### config.mk
export PLATFORM = sky130hd
export DESIGN_NAME = mode_supply_control_regs
export DESIGN_NICKNAME = d
export VERILOG_FILES = /design/src/logic/supply_ctrl_pkg.sv /design/src/logic/mode_supply_control_regs.sv /design/src/logic/serial_frame_port.sv
export SDC_FILE = /design/constraint.sdc
export NUM_CORES = 1
export LEC_CHECK = 0
export ABC_AREA = 0
export BUFFER_PORTS_ARGS = -buffer_cell sky130_fd_sc_hd__buf_2
export CAP_MARGIN = 5
export CORE_UTILIZATION = 50
export CTS_CLUSTER_SIZE = 8
export DETAILED_ROUTE_END_ITERATION = 10
export PLACE_DENSITY = 0.82
export REMOVE_ABC_BUFFERS = 1
export SYNTH_ARGS = -nofsm -noshare
export SYNTH_HDL_FRONTEND = slang
export SYNTH_SLANG_ARGS = --single-unit
export TNS_END_PERCENT = 1
### constraint.sdc
create_clock -name clk -period 2.8 [get_ports clk]
set_input_delay 0.56 -clock clk [delete_from_list [all_inputs] [get_ports clk]]
set_output_delay 0.56 -clock clk [all_outputs]
set_load 0.03 [all_outputs]
### src/logic/supply_ctrl_pkg.sv
// Constants for the mode and supply control register pair
package supply_ctrl_pkg;
  // Serial frame layout, first bit on the wire is bit 0
  localparam int FRAME_BITS = 16;
  localparam int ADDR_BITS = 7;
  localparam logic [4:0] FRAME_LEN = 5'h10;
  localparam logic [4:0] HEADER_LEN = 5'h08;
  // Register addresses
  localparam logic [6:0] MODE_SUPPLY_ADDR = 7'h01;
  localparam logic [6:0] HW_CONFIG_ADDR = 7'h02;
  // Mode and supply control fields
  localparam int MODE_HI = 7;
  localparam int MODE_LO = 6;
  localparam int EXT_PASS_ENABLE_BIT = 5;
  localparam int AUX_SEL_HI = 4;
  localparam int AUX_SEL_LO = 3;
  localparam int OV_RESTART_BIT = 2;
  localparam int THRESH_HI = 1;
  localparam int THRESH_LO = 0;
  // Hardware configuration fields
  localparam int EXT_VOLT_SEL_BIT = 7;
  localparam int SOFT_RESET_MASK_BIT = 6;
  localparam int FAULT_SW_BIT = 5;
  localparam int UV_KEEP_BIT = 4;
  localparam int LOAD_SHARE_BIT = 3;
  localparam int RESERVED_BIT = 2;
  localparam int LS_STOP_BIT = 1;
  localparam int WD_FIRST_FAIL_BIT = 0;
  // Values after power-on and soft reset, and bits kept on each event
  localparam logic [7:0] MODE_SUPPLY_RESET = 8'h00;
  localparam logic [7:0] HW_CONFIG_RESET = 8'h00;
  localparam logic [7:0] MODE_RESTART_KEEP = 8'h23;
  localparam logic [7:0] HW_SOFT_KEEP = 8'hc9;
  localparam logic [7:0] HW_RESTART_KEEP = 8'hd9;
  localparam logic [7:0] HW_WRITE_MASK = 8'hfb;
  // Operating modes
  typedef enum logic [1:0] {
    MODE_NORMAL = 2'b00,
    MODE_SLEEP = 2'b01,
    MODE_STOP = 2'b10,
    MODE_SOFT_RESET = 2'b11
  } op_mode_t;
  // Aux regulator selections
  localparam logic [1:0] AUX_OFF = 2'b00;
  localparam logic [1:0] AUX_NORMAL_ONLY = 2'b01;
  localparam logic [1:0] AUX_NORMAL_STOP = 2'b10;
  localparam logic [1:0] AUX_ALWAYS = 2'b11;
  // Soft reset pulse length on the reset output
  localparam int CLK_PERIOD_PS = 25000;
  localparam int SOFT_RESET_TIME_NS = 1000;
  localparam int SOFT_RESET_CYCLES =
    (SOFT_RESET_TIME_NS * 1000 + CLK_PERIOD_PS - 1) / CLK_PERIOD_PS;
  localparam logic [7:0] SOFT_RESET_COUNT = 8'(SOFT_RESET_CYCLES);
endpackage

### src/logic/mode_supply_control_regs.sv
// Mode, supply and hardware configuration control registers
// How it works
// Mode bits 7:6: normal, sleep, stop, or 11 triggers soft reset.
// Soft reset pulls reset output low unless soft-reset mask bit set.
// Mode register bit 5 enables the external-pass regulator.
// Aux field selects off, normal, normal+stop, or always except fail-safe.
// Overvoltage always sets flag; bit 2 also requests restart.
// Bits 1:0 select one of four reset thresholds, 00 highest.
// A serial request from stop to sleep is ignored.
// Entering restart loads normal mode into the mode field.
// Restart or overtemperature clears aux field to off.
// Read-back during a write shows the previously written value.
// Mode register zero on reset; restart keeps bits 5 and 1:0.
// Hardware bit 7 selects external-pass voltage.
// Hardware bit 5 activates fault outputs from software.
// Clearing software bit keeps failure-triggered fault outputs active.
// Restart clears software fault bit and its outputs.
// Hardware bit 4 keeps external-pass on under supply undervoltage.
// Hardware bit 3 selects load sharing with main regulator.
// Hardware bit 1 enables load sharing in stop and high power.
// Hardware bit 0 selects first or second watchdog failure.
// Hardware register zero on power-on; soft reset keeps 7, 6, 3, 0.
// Restart clears hardware bits 5, 2 and 1.
// Hardware bit 2 reads zero and ignores writes.
// Frame: 7-bit address, access bit, then data byte.
// Access bit 1 writes, 0 only reads.
// Writes apply only after a complete frame and deselect.
`timescale 1ns/1ps
module mode_supply_control_regs
  import supply_ctrl_pkg::*;
(
  input wire logic clk,
  input wire logic nrst,
  input wire logic csn_n,
  input wire logic sclk,
  input wire logic sdi,
  output logic sdo,
  output logic sdo_oe,
  input wire logic restart_entry,
  input wire logic overtemp_event,
  input wire logic overvoltage_event,
  input wire logic ov_flag_clear,
  input wire logic failure_status,
  input wire logic fail_safe_active,
  input wire logic supply_undervoltage,
  input wire logic high_power_active,
  output logic [1:0] op_mode,
  output logic soft_reset_active,
  output logic reset_output_o,
  output logic reset_output_oe,
  output logic ext_pass_enable,
  output logic ext_pass_voltage_select,
  output logic ext_pass_load_share,
  output logic load_share_stop_enable,
  output logic aux_regulator_on,
  output logic [1:0] reset_threshold_select,
  output logic main_overvoltage_flag,
  output logic overvoltage_restart_req,
  output logic fault_outputs,
  output logic wd_first_fail_select
);
  typedef struct packed {
    logic [7:0] mode_supply;
    logic [7:0] hw_config;
    logic ov_flag;
    logic ov_req;
    logic sr_active;
    logic sr_drive;
    logic [7:0] sr_count;
  } ctrl_state_t;

  ctrl_state_t s_reg, s_next;

  logic [6:0] header_addr;
  logic [7:0] read_data;
  logic frame_valid;
  logic frame_write;
  logic [6:0] frame_addr;
  logic [7:0] frame_data;
  logic [1:0] cur_mode;
  logic [1:0] req_mode;

  serial_frame_port u_port (
    .clk(clk),
    .nrst(nrst),
    .csn_n(csn_n),
    .sclk(sclk),
    .sdi(sdi),
    .sdo(sdo),
    .sdo_oe(sdo_oe),
    .header_addr(header_addr),
    .read_data(read_data),
    .frame_valid(frame_valid),
    .frame_write(frame_write),
    .frame_addr(frame_addr),
    .frame_data(frame_data)
  );

  // Read-back mux; unmapped addresses read zero
  always_comb begin
    unique case (header_addr)
      MODE_SUPPLY_ADDR: read_data = s_reg.mode_supply;
      HW_CONFIG_ADDR: read_data = s_reg.hw_config & HW_WRITE_MASK;
      default: read_data = 8'h00;
    endcase
  end

  assign cur_mode = s_reg.mode_supply[MODE_HI:MODE_LO];
  assign req_mode = frame_data[MODE_HI:MODE_LO];

  always_comb begin
    s_next = s_reg;
    s_next.ov_req = 1'b0;
    // Soft reset pulse countdown
    if (s_reg.sr_active) begin
      if (s_reg.sr_count == 8'h01) begin
        s_next.sr_active = 1'b0;
        s_next.sr_drive = 1'b0;
        s_next.sr_count = 8'h00;
      end else begin
        s_next.sr_count = s_reg.sr_count - 8'h01;
      end
    end
    // Register writes from complete frames
    if (frame_valid && frame_write) begin
      if (frame_addr == MODE_SUPPLY_ADDR) begin
        if (op_mode_t'(req_mode) == MODE_SOFT_RESET) begin
          // Soft reset: registers take their soft reset values
          s_next.mode_supply = MODE_SUPPLY_RESET;
          s_next.hw_config = s_reg.hw_config & HW_SOFT_KEEP;
          s_next.sr_active = 1'b1;
          s_next.sr_drive = !s_reg.hw_config[SOFT_RESET_MASK_BIT];
          s_next.sr_count = SOFT_RESET_COUNT;
        end else begin
          s_next.mode_supply = frame_data;
          if (op_mode_t'(cur_mode) == MODE_STOP && op_mode_t'(req_mode) == MODE_SLEEP) begin
            s_next.mode_supply[MODE_HI:MODE_LO] = cur_mode;
          end
        end
      end else if (frame_addr == HW_CONFIG_ADDR) begin
        s_next.hw_config = frame_data & HW_WRITE_MASK;
      end
    end
    // Overtemperature turns the aux regulator off
    if (overtemp_event) begin
      s_next.mode_supply[AUX_SEL_HI:AUX_SEL_LO] = AUX_OFF;
    end
    // Restart entry overrides any register write in the same cycle, but a soft reset write there still starts its pulse
    if (restart_entry) begin
      s_next.mode_supply = s_reg.mode_supply & MODE_RESTART_KEEP;
      s_next.mode_supply[MODE_HI:MODE_LO] = MODE_NORMAL;
      s_next.mode_supply[AUX_SEL_HI:AUX_SEL_LO] = AUX_OFF;
      s_next.hw_config = s_reg.hw_config & HW_RESTART_KEEP;
      s_next.hw_config[FAULT_SW_BIT] = 1'b0;
    end
    // Overvoltage flag: set wins over clear
    if (ov_flag_clear) begin
      s_next.ov_flag = 1'b0;
    end
    if (overvoltage_event) begin
      s_next.ov_flag = 1'b1;
      s_next.ov_req = s_reg.mode_supply[OV_RESTART_BIT];
    end
  end

  always_ff @(posedge clk or negedge nrst) begin
    if (!nrst) begin
      s_reg <= '0;
    end else begin
      s_reg <= s_next;
    end
  end

  // Aux regulator on/off from selection and current mode
  always_comb begin
    unique case (s_reg.mode_supply[AUX_SEL_HI:AUX_SEL_LO])
      AUX_OFF: aux_regulator_on = 1'b0;
      AUX_NORMAL_ONLY: aux_regulator_on = (op_mode_t'(cur_mode) == MODE_NORMAL);
      AUX_NORMAL_STOP: aux_regulator_on = (op_mode_t'(cur_mode) == MODE_NORMAL)
        || (op_mode_t'(cur_mode) == MODE_STOP);
      AUX_ALWAYS: aux_regulator_on = !fail_safe_active;
    endcase
  end

  assign op_mode = cur_mode;
  assign soft_reset_active = s_reg.sr_active;
  // Open-drain reset output, only ever pulled low
  assign reset_output_o = 1'b0;
  assign reset_output_oe = s_reg.sr_drive;
  assign ext_pass_enable = s_reg.mode_supply[EXT_PASS_ENABLE_BIT]
    && (!supply_undervoltage || s_reg.hw_config[UV_KEEP_BIT]);
  assign ext_pass_voltage_select = s_reg.hw_config[EXT_VOLT_SEL_BIT];
  assign ext_pass_load_share = s_reg.hw_config[LOAD_SHARE_BIT];
  assign load_share_stop_enable = s_reg.hw_config[LOAD_SHARE_BIT]
    && s_reg.hw_config[LS_STOP_BIT]
    && ((op_mode_t'(cur_mode) == MODE_STOP) || high_power_active);
  assign reset_threshold_select = s_reg.mode_supply[THRESH_HI:THRESH_LO];
  assign main_overvoltage_flag = s_reg.ov_flag;
  assign overvoltage_restart_req = s_reg.ov_req;
  // Failure-triggered activation is independent of the software bit
  assign fault_outputs = s_reg.hw_config[FAULT_SW_BIT] || failure_status;
  assign wd_first_fail_select = s_reg.hw_config[WD_FIRST_FAIL_BIT];
endmodule

### src/logic/serial_frame_port.sv
// Serial frame receiver and read-back shifter
`timescale 1ns/1ps
module serial_frame_port
  import supply_ctrl_pkg::*;
(
  input wire logic clk,
  input wire logic nrst,
  input wire logic csn_n,
  input wire logic sclk,
  input wire logic sdi,
  output logic sdo,
  output logic sdo_oe,
  output logic [6:0] header_addr,
  input wire logic [7:0] read_data,
  output logic frame_valid,
  output logic frame_write,
  output logic [6:0] frame_addr,
  output logic [7:0] frame_data
);
  typedef struct packed {
    logic sclk_prev;
    logic csn_prev;
    logic [4:0] count;
    logic [15:0] shift;
    logic [7:0] tx;
    logic sdo;
  } port_state_t;

  port_state_t s_reg, s_next;

  always_comb begin
    s_next = s_reg;
    s_next.sclk_prev = sclk;
    s_next.csn_prev = csn_n;
    if (csn_n) begin
      s_next.count = 5'h00;
      s_next.sdo = 1'b0;
    end else begin
      if (sclk && !s_reg.sclk_prev) begin
        s_next.shift = {sdi, s_reg.shift[15:1]};
        if (s_reg.count <= FRAME_LEN) begin
          s_next.count = s_reg.count + 5'h01;
        end
      end
      if (!sclk && s_reg.sclk_prev) begin
        if (s_reg.count == HEADER_LEN) begin
          // Snapshot before any commit, so a write shows the old value
          s_next.tx = {1'b0, read_data[7:1]};
          s_next.sdo = read_data[0];
        end else if (s_reg.count > HEADER_LEN) begin
          s_next.tx = {1'b0, s_reg.tx[7:1]};
          s_next.sdo = s_reg.tx[0];
        end
      end
    end
  end

  always_ff @(posedge clk or negedge nrst) begin
    if (!nrst) begin
      s_reg <= '0;
    end else begin
      s_reg <= s_next;
    end
  end

  assign sdo = s_reg.sdo;
  assign sdo_oe = !csn_n;
  assign header_addr = s_reg.shift[14:8];
  // Commit only on deselect after exactly one full frame
  assign frame_valid = csn_n && !s_reg.csn_prev && (s_reg.count == FRAME_LEN);
  assign frame_addr = s_reg.shift[6:0];
  assign frame_write = s_reg.shift[7];
  assign frame_data = s_reg.shift[15:8];
endmodule

==> impl_metrics.env <==
export IMPL_grt_max_degree=59
export IMPL_cp_cell_sequence="inv_1, ha_1, nor3b_1, nand4_1, nor2_2, mux2i_1"
export IMPL_num_antenna_cells=0
export IMPL_startpoint_type="register"
export IMPL_rows=27
export IMPL_antenna_found_initial=0
export IMPL_period_share=0.824
export IMPL_clk_pin_slew_ns=0.07
export IMPL_cts_hold_fix_buffers=0
export IMPL_synth_edf_count=0
export IMPL_root_buffer="clkbuf_8"
export IMPL_port_buffers=29
export IMPL_routedWlPerCell_um=15.4
export IMPL_avgSynthCellArea_um2=10.7
export IMPL_clock_latency_ns=0.34
export IMPL_cp_arrival_ns=2.56
export IMPL_grt_overflow=0
export IMPL_ant_nets=0
export IMPL_synth_common_cells="58 x dfrtp_1, 27 x mux2_2, 22 x nand2_1, 22 x nor2_1, 16 x o21ai_0"
export IMPL_instances_no_fill=370
export IMPL_die_w_um=77.3
export IMPL_ir_drop_mv=0.391
export IMPL_relSlewSlack=0.531
export IMPL_dp_cells=355
export IMPL_async_reset_ff_frac=1.00
export IMPL_post_drt_via_cell_ratio=5.60
export IMPL_yosysTopAreaCell="dfrtp_1"
export IMPL_worstHoldPathType="in -> async"
export IMPL_cts_htree_levels=3
export IMPL_cap_violations=0
export IMPL_max_freq_ghz=0.434
export IMPL_top_level_ports=31
export IMPL_drv_slew=0
export IMPL_initial_core_util=0.518
export IMPL_yosysWarnings=0
export IMPL_setup_viol=0
export IMPL_status="finished, final reports clean"
export IMPL_pwr_density_cell_nw_per_um2=643
export IMPL_synth_ff_type="dfrtp_1"
export IMPL_core_area_um2=5470
export IMPL_grt_pass1_wl_um=9620
export IMPL_largest_reg_flops=16
export IMPL_num_nets_final=311
export IMPL_grt_pass1_vias=2065
export IMPL_ys_types=47
export IMPL_drc=0
export IMPL_drive_above_1_share=0.262
export IMPL_drt_iter0_drc=124
export IMPL_critPathMaxFanout=10
export IMPL_rsz0062_at_grt="false"
export IMPL_vias=2071
export IMPL_hold_violations=0
export IMPL_synthTopCellsByArea="dfrtp_1 51%, mux2_2 11%, nand2_1 2.9%, nor2_1 2.9%, o21ai_0 2.8%"
export IMPL_leakagePower_nw=1.48
export IMPL_numCtsBuffers=9
export IMPL_clockBufferDepth=2
export IMPL_crit_path_end_kind="register"
export IMPL_area_growth_pct=13.3
export IMPL_synthDominantCellAreaShare=0.512
export IMPL_postCtsSetupBuffers=0
export IMPL_tns_ns=0
export IMPL_post_cts_resized=0
export IMPL_yosysMostFrequentCell="dfrtp_1"
export IMPL_die_area_um2=5980
export IMPL_post_route_min_period_ns=2.31
export IMPL_synth_seq_area_share=0.512
export IMPL_drt_pass1_iterations=4
export IMPL_place_congestion=0.816
export IMPL_dp_hpwl_um=3970
export IMPL_routed_wl_um=5690
export IMPL_clock_skew_ns=0.00893
export IMPL_path_class="reg -> reg"
export IMPL_worstMarginPinSlew_ns=0.703
export IMPL_grtUsageTotal=0.212
export IMPL_synth_seq_cells=58
export IMPL_max_stage_delay_ns=0.50
export IMPL_crit_required_ns=3.06
export IMPL_die_h_um=77.3
export IMPL_critical_path_slowest_cell="nand4_1"
export IMPL_cts_tree="done"
export IMPL_clkSinkCount=58
export IMPL_syn_inst=266
export IMPL_synthesis_area_um2=2840
[cell families (layout without fill, tap and decap cells)]
kind of cell,count (synthesis),after routing,share of synthesized area
simple gates,89,89,0.165
flops,58,58,0.512
compound gates,46,46,0.107
mux,33,33,0.128
buf+inv,27,59,0.0441
xor+xnor,8,8,0.0247
fa+ha+maj,4,4,0.0176
other cells,1,1,0.00132
[metal layers]
metal  vias up  share of wire  track usage
met5         -              0            0
met4         0          0.020       0.0868
met3        14          0.048       0.0679
met2        61           0.47        0.331
met1      1013           0.46        0.270
li1        983              -            -
[power by group]
group          switching, mW  total [mW]  leakage, nW  internal (mW)
sequential             0.108        1.03        0.782          0.921
clock                  0.311       0.789        0.106          0.478
combinational          0.139       0.248        0.595          0.109
[worst max-delay path, delay by kind of cell, from the launching register on]
kind	cells	cell delay, ns
AND/OR/NAND/NOR	3	1.33
multiplexers	1	0.22
flip-flops	1	0.41
adder cells (fa/ha/maj)	1	0.18
buffers and inverters	1	0.08
[layout by cell type (no fill, tap or decap), types with 4 or more instances in the layout]
master    count
buf_2        29
nor3_1        4
nand4_1       4
a211oi_1      5
a22oi_1       7
nor2_1       22
a21oi_1       7
clkbuf_8     12
ha_1          4
mux2_2       27
o21ai_0      16
nand2b_1      7
nor2b_1       4
nand3_1       5
nand2_1      22
dfrtp_1      58
mux2i_1       6
inv_1        13
xnor2_1       6
[final timing paths]
check	startpoint	endpoint	slack, ns	cells past startpoint
max in group asynchronous	nrst	s_reg[1]	1.98	2
setup / recovery	u_port.s_reg[25]	reset_output_oe	0.49	6
setup reg to reg	u_port.s_reg[25]	reset_output_oe	0.49	6
min in group clk	sclk	u_port.s_reg[31]	0.35	1
hold / removal	nrst	u_port.s_reg[5]	0.35	2
hold reg to reg	main_overvoltage_flag	main_overvoltage_flag	0.49	1
[through the flow]
step	utilization	hold slack [ns]	instance area (um2)	total power, mW	setup WS (ns)
global placement	0.550	0.456	3010	1.27	0.672
detailed placement	0.550	0.479	3010	1.29	0.500
finish	0.587	0.349	3210	2.07	0.494
floorplan	-	0.264	2760	1.18	0.896
CTS	0.587	0.342	3210	2.08	0.485
global route	0.587	0.340	3210	2.16	0.243
[cell type report]
class / instances / area [um2]
Sequential cell: 58 / 1450
Timing Repair Buffer: 31 / 160
Fill cell: 461 / 2260
Tap cell: 72 / 90.1
Clock buffer: 13 / 169
Clock inverter: 2 / 35.0
Multi-Input combinational cell: 181 / 1260
Inverter: 13 / 48.8
(Power assumes the default switching activity.)
